===== src/common/stf_pkg.sv =====
// Constants and types for the serial audio input formatter of the transmitter.
// Assumes a single 20 MHz system clock; all pin inputs are asynchronous.
package stf_pkg;

  // ****************************************
  // Framing formats and word widths
  // ****************************************
  typedef enum logic [1:0] {
    STF_FMT_LEFT_JUST,
    STF_FMT_I2S,
    STF_FMT_RIGHT_JUST
  } stf_fmt_t;

  localparam stf_fmt_t STF_FMT_RESET = STF_FMT_I2S;

  localparam logic [1:0] STF_WID_16 = 2'h0;
  localparam logic [1:0] STF_WID_18 = 2'h1;
  localparam logic [1:0] STF_WID_20 = 2'h2;
  localparam logic [1:0] STF_WID_24 = 2'h3;

  localparam int STF_MAX_BITS = 24;
  localparam int STF_CNT_W = 6;
  localparam logic [STF_CNT_W-1:0] STF_CNT_ZERO = 6'h00;
  localparam logic [STF_CNT_W-1:0] STF_CNT_ONE = 6'h01;
  localparam logic [STF_CNT_W-1:0] STF_CNT_MAX = 6'h3f;
  localparam logic [STF_CNT_W-1:0] STF_CNT_TWO = 6'h02;

  // Word widths in bits, and bit-clock periods in one channel slot
  localparam logic [STF_CNT_W-1:0] STF_BITS_16 = 6'h10;
  localparam logic [STF_CNT_W-1:0] STF_BITS_18 = 6'h12;
  localparam logic [STF_CNT_W-1:0] STF_BITS_20 = 6'h14;
  localparam logic [STF_CNT_W-1:0] STF_BITS_24 = 6'h18;
  localparam logic [STF_CNT_W-1:0] STF_SLOT_BITS = 6'h20;

  // Right-justified lead-in, in bit-clock periods, per word width
  localparam logic [STF_CNT_W-1:0] STF_RJ_DLY_20 = 6'h0c;
  localparam logic [STF_CNT_W-1:0] STF_RJ_DLY_16 = 6'h10;

  // ****************************************
  // Oversampling divider ratios
  // ****************************************
  localparam logic [8:0] STF_OVS_256 = 9'h100;
  localparam logic [8:0] STF_OVS_384 = 9'h180;
  localparam int STF_BIPHASE_PER_FRAME = 128;

endpackage


===== src/rtl/stf_formatter.sv =====
// Serial audio input formatter: deserialises left and right words and divides
// the oversampling clock into the biphase enable.
// Assumes bit clock, frame clock, data and oversampling clock are asynchronous
// pins, each far slower than the 20 MHz system clock (at least 4x).
`timescale 1ns/1ns
module stf_formatter
  import stf_pkg::*;
#(
  parameter int WIDTH = STF_MAX_BITS
) (
  // Clock and reset
  input wire logic i_clk,
  input wire logic i_sys_rst,
  // Configuration
  input wire stf_fmt_t i_fmt,
  input wire logic [1:0] i_word_width,
  input wire logic i_ovs_384,
  // Serial audio pins
  input wire logic i_bit_clk,
  input wire logic i_frame_sync,
  input wire logic i_serial_audio_in,
  input wire logic i_oversampling_clock,
  // Sample pair to the biphase encoder
  output logic o_pair_valid,
  output logic [WIDTH-1:0] o_left,
  output logic [WIDTH-1:0] o_right,
  // Biphase clock enable
  output logic o_biphase_en
);

  // ****************************************
  // State
  // ****************************************
  typedef struct packed {
    logic [2:0] bck_sync;
    logic [2:0] fs_sync;
    logic [1:0] sd_sync;
    logic [2:0] ovs_sync;
    logic fs_last;
    logic [STF_CNT_W-1:0] bit_cnt;
    logic [WIDTH-1:0] shift;
    logic [STF_CNT_W-1:0] got;
    logic chan_right;
    logic wr;
    logic wr_right;
    logic [WIDTH-1:0] wr_data;
    logic rd;
    logic pair_valid;
    logic [8:0] div_cnt;
    logic biphase_en;
  } stf_state_t;

  stf_state_t st_reg;
  stf_state_t st_next;
  logic [WIDTH-1:0] rd_left;
  logic [WIDTH-1:0] rd_right;

  // ****************************************
  // Helpers
  // ****************************************
  function automatic logic [STF_CNT_W-1:0] width_bits(input logic [1:0] sel);
    logic [STF_CNT_W-1:0] n;
    n = STF_BITS_24;
    if (sel == STF_WID_16) begin
      n = STF_BITS_16;
    end else if (sel == STF_WID_18) begin
      n = STF_BITS_18;
    end else if (sel == STF_WID_20) begin
      n = STF_BITS_20;
    end
    return n;
  endfunction

  // Bit-clock index at which the MSB arrives for the given format
  function automatic logic [STF_CNT_W-1:0] msb_slot(input stf_fmt_t f,
                                                     input logic [1:0] sel);
    logic [STF_CNT_W-1:0] s;
    s = STF_CNT_ZERO;
    case (f)
      STF_FMT_I2S: s = STF_CNT_ONE;
      STF_FMT_RIGHT_JUST: begin
        if (sel == STF_WID_16) begin
          s = STF_RJ_DLY_16;
        end else if (sel == STF_WID_20) begin
          s = STF_RJ_DLY_20;
        end else begin
          // Lead-in so that the LSB ends on the next frame edge at 32 bits per slot
          s = STF_SLOT_BITS - width_bits(sel);
        end
      end
      default: s = STF_CNT_ZERO;
    endcase
    return s;
  endfunction

  // ****************************************
  // Next state
  // ****************************************
  always_comb begin
    logic bck_rise;
    logic ovs_rise;
    logic fs_now;
    logic right_now;
    logic [STF_CNT_W-1:0] wb;
    logic [8:0] ratio;
    stf_fmt_t fmt;
    bck_rise = st_reg.bck_sync[1] && !st_reg.bck_sync[2];
    ovs_rise = st_reg.ovs_sync[1] && !st_reg.ovs_sync[2];
    fs_now = st_reg.fs_sync[1];
    wb = width_bits(i_word_width);
    // Codes outside the three formats fall back to the reset default
    fmt = STF_FMT_RESET;
    if (i_fmt == STF_FMT_LEFT_JUST || i_fmt == STF_FMT_RIGHT_JUST) begin
      fmt = i_fmt;
    end
    // I2S marks right with a high frame clock, the others with a low one
    right_now = (fmt == STF_FMT_I2S) ? fs_now : !fs_now;
    ratio = i_ovs_384 ? STF_OVS_384 : STF_OVS_256;
    st_next = st_reg;
    st_next.wr = 1'b0;
    st_next.rd = 1'b0;
    st_next.pair_valid = st_reg.rd;
    st_next.biphase_en = 1'b0;
    st_next.bck_sync = {st_reg.bck_sync[1:0], i_bit_clk};
    st_next.fs_sync = {st_reg.fs_sync[1:0], i_frame_sync};
    st_next.sd_sync = {st_reg.sd_sync[0], i_serial_audio_in};
    st_next.ovs_sync = {st_reg.ovs_sync[1:0], i_oversampling_clock};
    // Sample on bit clock rising edge only
    if (bck_rise) begin
      st_next.fs_last = fs_now;
      if (fs_now != st_reg.fs_last) begin
        st_next.bit_cnt = STF_CNT_ONE;
        st_next.chan_right = right_now;
        st_next.got = STF_CNT_ZERO;
        st_next.shift = '0;
        if (msb_slot(fmt, i_word_width) == STF_CNT_ZERO) begin
          st_next.shift = {{(WIDTH-1){1'b0}}, st_reg.sd_sync[1]};
          st_next.got = STF_CNT_ONE;
        end
      end else begin
        if (st_reg.bit_cnt != STF_CNT_MAX) begin
          st_next.bit_cnt = st_reg.bit_cnt + STF_CNT_ONE;
        end
        if (st_reg.bit_cnt >= msb_slot(fmt, i_word_width) && st_reg.got < wb) begin
          st_next.shift = {st_reg.shift[WIDTH-2:0], st_reg.sd_sync[1]};
          st_next.got = st_reg.got + STF_CNT_ONE;
        end
      end
      // Word complete: store it, right-aligned shift made MSB-justified
      if (st_next.got == wb && st_reg.got != wb) begin
        st_next.wr = 1'b1;
        st_next.wr_right = st_next.chan_right;
        st_next.wr_data = st_next.shift << (STF_MAX_BITS - int'(wb));
        st_next.rd = st_next.chan_right;
      end
    end
    // Oversampling divider: one biphase enable per ratio/128 oversampling edges
    if (ovs_rise) begin
      if (st_reg.div_cnt >= 9'(int'(ratio) / STF_BIPHASE_PER_FRAME - 1)) begin
        st_next.div_cnt = 9'h000;
        st_next.biphase_en = 1'b1;
      end else begin
        st_next.div_cnt = st_reg.div_cnt + 9'h001;
      end
    end
  end

  always_ff @(posedge i_clk) begin
    if (i_sys_rst) begin
      st_reg <= '0;
    end else begin
      st_reg <= st_next;
    end
  end

  // ****************************************
  // Sample store and outputs
  // ****************************************
  stf_sample_store #(.WIDTH(WIDTH)) u_store (
    .i_clk(i_clk),
    .i_sys_rst(i_sys_rst),
    .i_wr(st_reg.wr),
    .i_wr_right(st_reg.wr_right),
    .i_wr_data(st_reg.wr_data),
    .i_rd(st_reg.rd),
    .o_rd_left(rd_left),
    .o_rd_right(rd_right)
  );

  always_ff @(posedge i_clk) begin
    if (i_sys_rst) begin
      o_pair_valid <= 1'b0;
      o_left <= '0;
      o_right <= '0;
      o_biphase_en <= 1'b0;
    end else begin
      o_pair_valid <= st_reg.pair_valid;
      o_left <= rd_left;
      o_right <= rd_right;
      o_biphase_en <= st_reg.biphase_en;
    end
  end

  // ****************************************
  // Checks
  // ****************************************
  a_pair_after_right: assert property (@(posedge i_clk) disable iff (i_sys_rst)
    st_reg.rd |-> st_reg.wr && st_reg.wr_right ##2 o_pair_valid)
    else $error("pair not delivered two cycles after right word");

  a_pair_single: assert property (@(posedge i_clk) disable iff (i_sys_rst)
    o_pair_valid |=> !o_pair_valid)
    else $error("pair valid longer than one cycle");

  a_word_bound: assert property (@(posedge i_clk) disable iff (i_sys_rst)
    $changed(st_reg.got) |-> st_reg.got <= width_bits(i_word_width))
    else $error("more bits taken than word width");

  a_sample_rise: assert property (@(posedge i_clk) disable iff (i_sys_rst)
    $changed(st_reg.got) && st_reg.got != STF_CNT_ZERO
      |-> $past(st_reg.bck_sync[1]) && !$past(st_reg.bck_sync[2]))
    else $error("bit taken without bit clock rise");

  a_shift_late: assert property (@(posedge i_clk) disable iff (i_sys_rst)
    (i_fmt == STF_FMT_I2S && st_reg.bit_cnt == STF_CNT_ONE && $changed(st_reg.bit_cnt))
      |-> st_reg.got == STF_CNT_ZERO)
    else $error("I2S bit taken on edge slot");

  a_lj_first: assert property (@(posedge i_clk) disable iff (i_sys_rst)
    (i_fmt == STF_FMT_LEFT_JUST && $changed(st_reg.bit_cnt) && st_reg.bit_cnt == STF_CNT_ONE)
      |-> st_reg.got == STF_CNT_ONE)
    else $error("left-justified MSB not taken at edge");

  a_chan_pol: assert property (@(posedge i_clk) disable iff (i_sys_rst)
    ($changed(st_reg.fs_last) && $stable(i_fmt) && i_fmt == STF_FMT_I2S)
      |-> st_reg.chan_right == st_reg.fs_last)
    else $error("I2S channel polarity wrong");

  a_div_bound: assert property (@(posedge i_clk) disable iff (i_sys_rst)
    st_reg.div_cnt < 9'(int'(STF_OVS_384) / STF_BIPHASE_PER_FRAME))
    else $error("divider count out of range");

  a_biphase_pulse: assert property (@(posedge i_clk) disable iff (i_sys_rst)
    st_reg.biphase_en |-> $past(st_reg.ovs_sync[1]) && !$past(st_reg.ovs_sync[2]))
    else $error("biphase enable without oversampling edge");

  a_biphase_single: assert property (@(posedge i_clk) disable iff (i_sys_rst)
    o_biphase_en |=> !o_biphase_en)
    else $error("biphase enable longer than one cycle");

  a_msb_first: assert property (@(posedge i_clk) disable iff (i_sys_rst)
    ($changed(st_reg.got) && st_reg.got != STF_CNT_ZERO)
      |-> st_reg.shift[0] == $past(st_reg.sd_sync[1]))
    else $error("captured bit differs from sampled data");

  a_pair_hold: assert property (@(posedge i_clk) disable iff (i_sys_rst)
    ($changed(o_left) || $changed(o_right)) |-> o_pair_valid)
    else $error("sample outputs changed without pair valid");

  a_left_no_pair: assert property (@(posedge i_clk) disable iff (i_sys_rst)
    (st_reg.wr && !st_reg.wr_right) |-> !st_reg.rd)
    else $error("left word alone started a pair");

  a_lj_pol: assert property (@(posedge i_clk) disable iff (i_sys_rst)
    ($changed(st_reg.fs_last) && $stable(i_fmt) && i_fmt == STF_FMT_LEFT_JUST)
      |-> st_reg.chan_right != st_reg.fs_last)
    else $error("left-justified channel polarity wrong");

  a_rj_pol: assert property (@(posedge i_clk) disable iff (i_sys_rst)
    ($changed(st_reg.fs_last) && $stable(i_fmt) && i_fmt == STF_FMT_RIGHT_JUST)
      |-> st_reg.chan_right != st_reg.fs_last)
    else $error("right-justified channel polarity wrong");

  a_i2s_lead: assert property (@(posedge i_clk) disable iff (i_sys_rst)
    (i_fmt == STF_FMT_I2S && $stable(i_fmt) && $changed(st_reg.got) && st_reg.got == STF_CNT_ONE)
      |-> st_reg.bit_cnt == STF_CNT_TWO)
    else $error("I2S MSB not taken one period after frame edge");

  a_rj_lead20: assert property (@(posedge i_clk) disable iff (i_sys_rst)
    (i_fmt == STF_FMT_RIGHT_JUST && i_word_width == STF_WID_20 && $stable(i_fmt)
      && $changed(st_reg.got) && st_reg.got == STF_CNT_ONE)
      |-> st_reg.bit_cnt == STF_RJ_DLY_20 + STF_CNT_ONE)
    else $error("right-justified 20-bit MSB slot wrong");

  a_rj_lead16: assert property (@(posedge i_clk) disable iff (i_sys_rst)
    (i_fmt == STF_FMT_RIGHT_JUST && i_word_width == STF_WID_16 && $stable(i_fmt)
      && $changed(st_reg.got) && st_reg.got == STF_CNT_ONE)
      |-> st_reg.bit_cnt == STF_RJ_DLY_16 + STF_CNT_ONE)
    else $error("right-justified 16-bit MSB slot wrong");

  a_lsb_frame: assert property (@(posedge i_clk) disable iff (i_sys_rst)
    (st_reg.wr && i_fmt == STF_FMT_RIGHT_JUST && $stable(i_fmt))
      |-> st_reg.bit_cnt == STF_SLOT_BITS)
    else $error("right-justified LSB not at end of slot");

endmodule


===== src/rtl/stf_sample_store.sv =====
// Holds the finished left and right sample pair with a registered read port.
// Assumes writes and reads come from the same clock domain.
`timescale 1ns/1ns
module stf_sample_store
  import stf_pkg::*;
#(
  parameter int WIDTH = STF_MAX_BITS
) (
  // Clock and reset
  input wire logic i_clk,
  input wire logic i_sys_rst,
  // Write side
  input wire logic i_wr,
  input wire logic i_wr_right,
  input wire logic [WIDTH-1:0] i_wr_data,
  // Read side
  input wire logic i_rd,
  output logic [WIDTH-1:0] o_rd_left,
  output logic [WIDTH-1:0] o_rd_right
);

  logic [WIDTH-1:0] mem_reg [2];

  always_ff @(posedge i_clk) begin
    if (i_sys_rst) begin
      mem_reg[0] <= '0;
      mem_reg[1] <= '0;
      o_rd_left <= '0;
      o_rd_right <= '0;
    end else begin
      if (i_wr) begin
        mem_reg[i_wr_right] <= i_wr_data;
      end
      if (i_rd) begin
        o_rd_left <= mem_reg[0];
        o_rd_right <= i_wr && i_wr_right ? i_wr_data : mem_reg[1];
      end
    end
  end

endmodule


===== config.mk =====
export PLATFORM = sky130hd
export DESIGN_NAME = stf_formatter
export DESIGN_NICKNAME = d
export VERILOG_FILES = /design/src/common/stf_pkg.sv /design/src/rtl/stf_formatter.sv /design/src/rtl/stf_sample_store.sv
export SDC_FILE = /design/constraint.sdc
export NUM_CORES = 1
export LEC_CHECK = 0
export BUFFER_PORTS_ARGS = -buffer_cell sky130_fd_sc_hd__buf_4
export CORE_MARGIN = 3
export CORE_UTILIZATION = 55
export DETAILED_ROUTE_END_ITERATION = 10
export PLACE_DENSITY = 0.77
export SYNTH_ARGS = -nofsm -noshare
export SYNTH_HDL_FRONTEND = slang
export SYNTH_SLANG_ARGS = --single-unit
export TNS_END_PERCENT = 20

===== constraint.sdc =====
create_clock -name i_clk -period 4.6 [get_ports i_clk]
set_clock_uncertainty 0.05 [all_clocks]
set_input_delay 0.23 -clock i_clk [delete_from_list [all_inputs] [get_ports i_clk]]
set_output_delay 0.23 -clock i_clk [all_outputs]
set_load 0.03 [all_outputs]

==> flow_metrics.py <==
metrics = {
    "clocking": {
        "ctsResizeCount": 0,
        "cts_sinks": 257,
        "insertion_delay_ns": 0.53,
        "cts_tree": "yes",
        "root_buffer": "clkbuf_16",
        "clock_path_buffers": 3,
        "cts_max_level": 1,
        "cts_buffers": 26,
        "cts_setup_buffers": 0,
        "path_clk_slew_ns": 0.06,
    },
    "timing": {
        "final_hold_viol_count": 0,
        "relSlewSlack": 0.289,
        "rsz0062_at_grt": "no",
        "fin_crit_ns": 3.41,
        "tightest_slew_ns": 1.06,
        "tns_ns": 0,
        "fin_ws_ns": 1.19,
        "fin_crit_sh": 0.740,
        "finalSetupViolations": 0,
        "max_freq_ghz": 0.294,
        "final-max-slew-violation-count": 0,
    },
    "cells_and_area": {
        "layout_common_cells": "dfxtp_1, nor2_1, mux2i_1",
        "multi_input_area_sq_um": 4370,
        "fill_cells": 1478,
        "antenna-diode-count": 0,
        "area_growth_syn_to_layout_pct": 13.1,
        "stdcell_count": 1265,
        "final_common_cell": "dfxtp_1",
        "final_layout_size_suffix_gt1_frac": 0.135,
        "final-seq-area_sq_um": 5870,
        "final_nets": 1043,
    },
    "critical_path": {
        "crit_start": "i_word_width[1]",
        "startpoint_type": "primary input",
        "worstPathArrival_ns": 3.79,
        "reg2reg_depth": 10,
        "worstReg2RegStart": "st_reg[69]$_SDFFE_PP0P_",
        "r2r_slack_ns": 1.37,
        "end_kind": "flop",
        "required_ns": 4.99,
        "cp-endpoint": "st_reg[31]$_SDFFE_PP0P_",
        "path_class": "in2reg",
        "r2r_end": "st_reg[34]$_SDFFE_PP0P_",
        "crit_fanout": 24,
    },
    "run": {
        "max-cap-violations": 0,
    },
    "logic_synthesis": {
        "synth_nets": 997,
        "syn_area_per_cell_sq_um": 10.9,
        "synth_edf_count": 72,
        "async_flop_share": 0,
        "dominantRegCellSynth": "dfxtp_1",
        "synth_top_area_frac": 0.350,
        "ys_warn_count": 0,
        "synthDistinctLibCells": 72,
        "netlist_area_sq_um": 10600,
        "synth-seq-cells": 257,
        "netlist_top_cells_area": "dfxtp_1, edfxtp_1, mux2i_1, nor2_1, and2_1",
        "yosysSeqAreaShare": 0.555,
        "synth_largest_area_cell": "dfxtp_1",
        "synthCells": 967,
    },
    "global_route": {
        "grt-busiest-layer": "met2",
        "use_met1": 0.280,
        "antenna_found_initial": 0,
        "met2_usage": 0.346,
        "grt_pass1_wl_um": 34900,
        "grt.met3_usage": 0.0312,
        "grt_pass1_vias": 6678,
        "grt_max_degree": 100,
        "overflow": 0,
        "grt_use_total": 0.208,
    },
    "drt": {
        "dr.pass1.iters": 5,
        "drc": 0,
        "vias": 7164,
        "wl_um": 21700,
        "ant_nets": 0,
        "first_iter_violations": 615,
        "wl_per_cell_um": 17.1,
        "viasPerCell": 5.66,
    },
    "placement": {
        "io_buffers": 60,
        "post-place-ws_ns": 0.689,
        "routabilityCongestion": 0.926,
        "place_inst": 1215,
        "hpwl_um": 14200,
    },
    "power": {
        "powerDensity_nw_per_um2": 380,
        "leakagePower_nw": 4.32,
        "vdd_ir_drop_max_v": 0.000259,
    },
    "floorplan": {
        "start_util": 0.563,
        "core_area_sq_um": 18800,
        "dieArea_sq_um": 20900,
        "num_rows": 50,
        "die_y_um": 145,
        "pin_count": 61,
        "die_w_um": 145,
    },
    "outcome": {
        "status": "complete, no violations",
    },
    "hold_path": {
        "hold_path.class": "in2reg",
    },
}
repair_timing:
action | CTS | global route
endpoints found under the setup margin | 0 | 0
hold buffers | 4 | 0
hold endpoints to repair | 4 | 0
critical path: stages:
cell and delay [ns]:
buf_4 0.12, inv_1 0.09, ha_1 0.50, clkinv_1 0.17
nand2_1 0.09, ha_1 0.24, a21o_1 0.17, a211oi_2 0.35
o21a_1 0.45, nor3_1 0.12, a211oi_1 0.52, o31a_2 0.51
nand2_1 0.11, o21ai_0 0.11
logic make-up (layout without fill, tap and decap cells):
| family | after synthesis | after routing | share of synthesized area |
|---|---|---|---|
| adder cells (fa/ha/maj) | 19 | 19 | 0.0225 |
| buffers and inverters | 72 | 136 | 0.0319 |
| AO/OA/AOI/OAI | 149 | 149 | 0.0986 |
| AND/OR/NAND/NOR | 341 | 341 | 0.159 |
| multiplexers | 117 | 117 | 0.122 |
| flip-flops | 257 | 257 | 0.555 |
| XOR/XNOR | 12 | 12 | 0.0106 |
cell usage after synthesis (all sizes together) (7+ instances only):
cell type	instances
a22oi	28
o31ai	7
o21ai	31
nor3	11
xor2	9
buf	24
nor2b	40
a31oi	12
nand2	53
mux2i	102
inv	12
nor2	136
ha	19
a22o	11
dfxtp	185
clkbuf	34
a21oi	23
nand3	16
edfxtp	72
mux4	9
and2	53
layer usage:
metal	wire, um	vias to the layer above
li1	-	3516
met1	9900	3419
met2	10200	180
met3	949	49
met4	663	0
met5	0	-
where the power goes:
| group | internal (mW) | switching (mW) |
|---|---|---|
| combinational | 0.0697 | 0.144 |
| clock | 1.15 | 0.825 |
| sequential | 2.35 | 0.0115 |
| total | 3.57 | 0.980 |
area by class of cell:
cell class,instances,area share
Clock buffer,42,0.0620
Clock inverter,4,0.00418
Multi-Input combinational cell,638,0.366
Sequential cell,257,0.491
Timing Repair Buffer,76,0.0485
Tap cell,234,0.0245
Inverter,14,0.00439
worst min-delay path by stage:
stage | startpoint | endpoint | slack, ns | cells past startpoint
6_report | i_fmt[0] | st_reg[38]$_SDFFE_PP0P_ | 0.03 | 4
5_1_grt | i_fmt[0] | st_reg[38]$_SDFFE_PP0P_ | 0.05 | 4
4_1_cts | i_fmt[0] | st_reg[38]$_SDFFE_PP0P_ | 0.01 | 4
3_5_place_dp | st_reg[10]$_SDFF_PP0_ | o_pair_valid$_SDFF_PP0_ | 0.38 | 1
3_3_place_gp | st_reg[10]$_SDFF_PP0_ | o_pair_valid$_SDFF_PP0_ | 0.37 | 1
2_1_floorplan | i_oversampling_clock | st_next[77]$_SDFF_PP0_ | 0.31 | 1
through the flow:
step / utilization / hold WS [ns] / area, sq um / total power, mW
5_1_grt: 0.637 / 0.0502 / 12000 / 4.70
3_5_place_dp: 0.593 / 0.377 / 11100 / 2.62
4_1_cts: 0.637 / 0.0150 / 12000 / 4.58
2_1_floorplan: - / 0.308 / 10600 / 2.57
6_report: 0.637 / 0.0305 / 12000 / 4.55
3_3_place_gp: 0.593 / 0.370 / 11100 / 2.61
No activity file was read; power rests on OpenSTA's default activity.
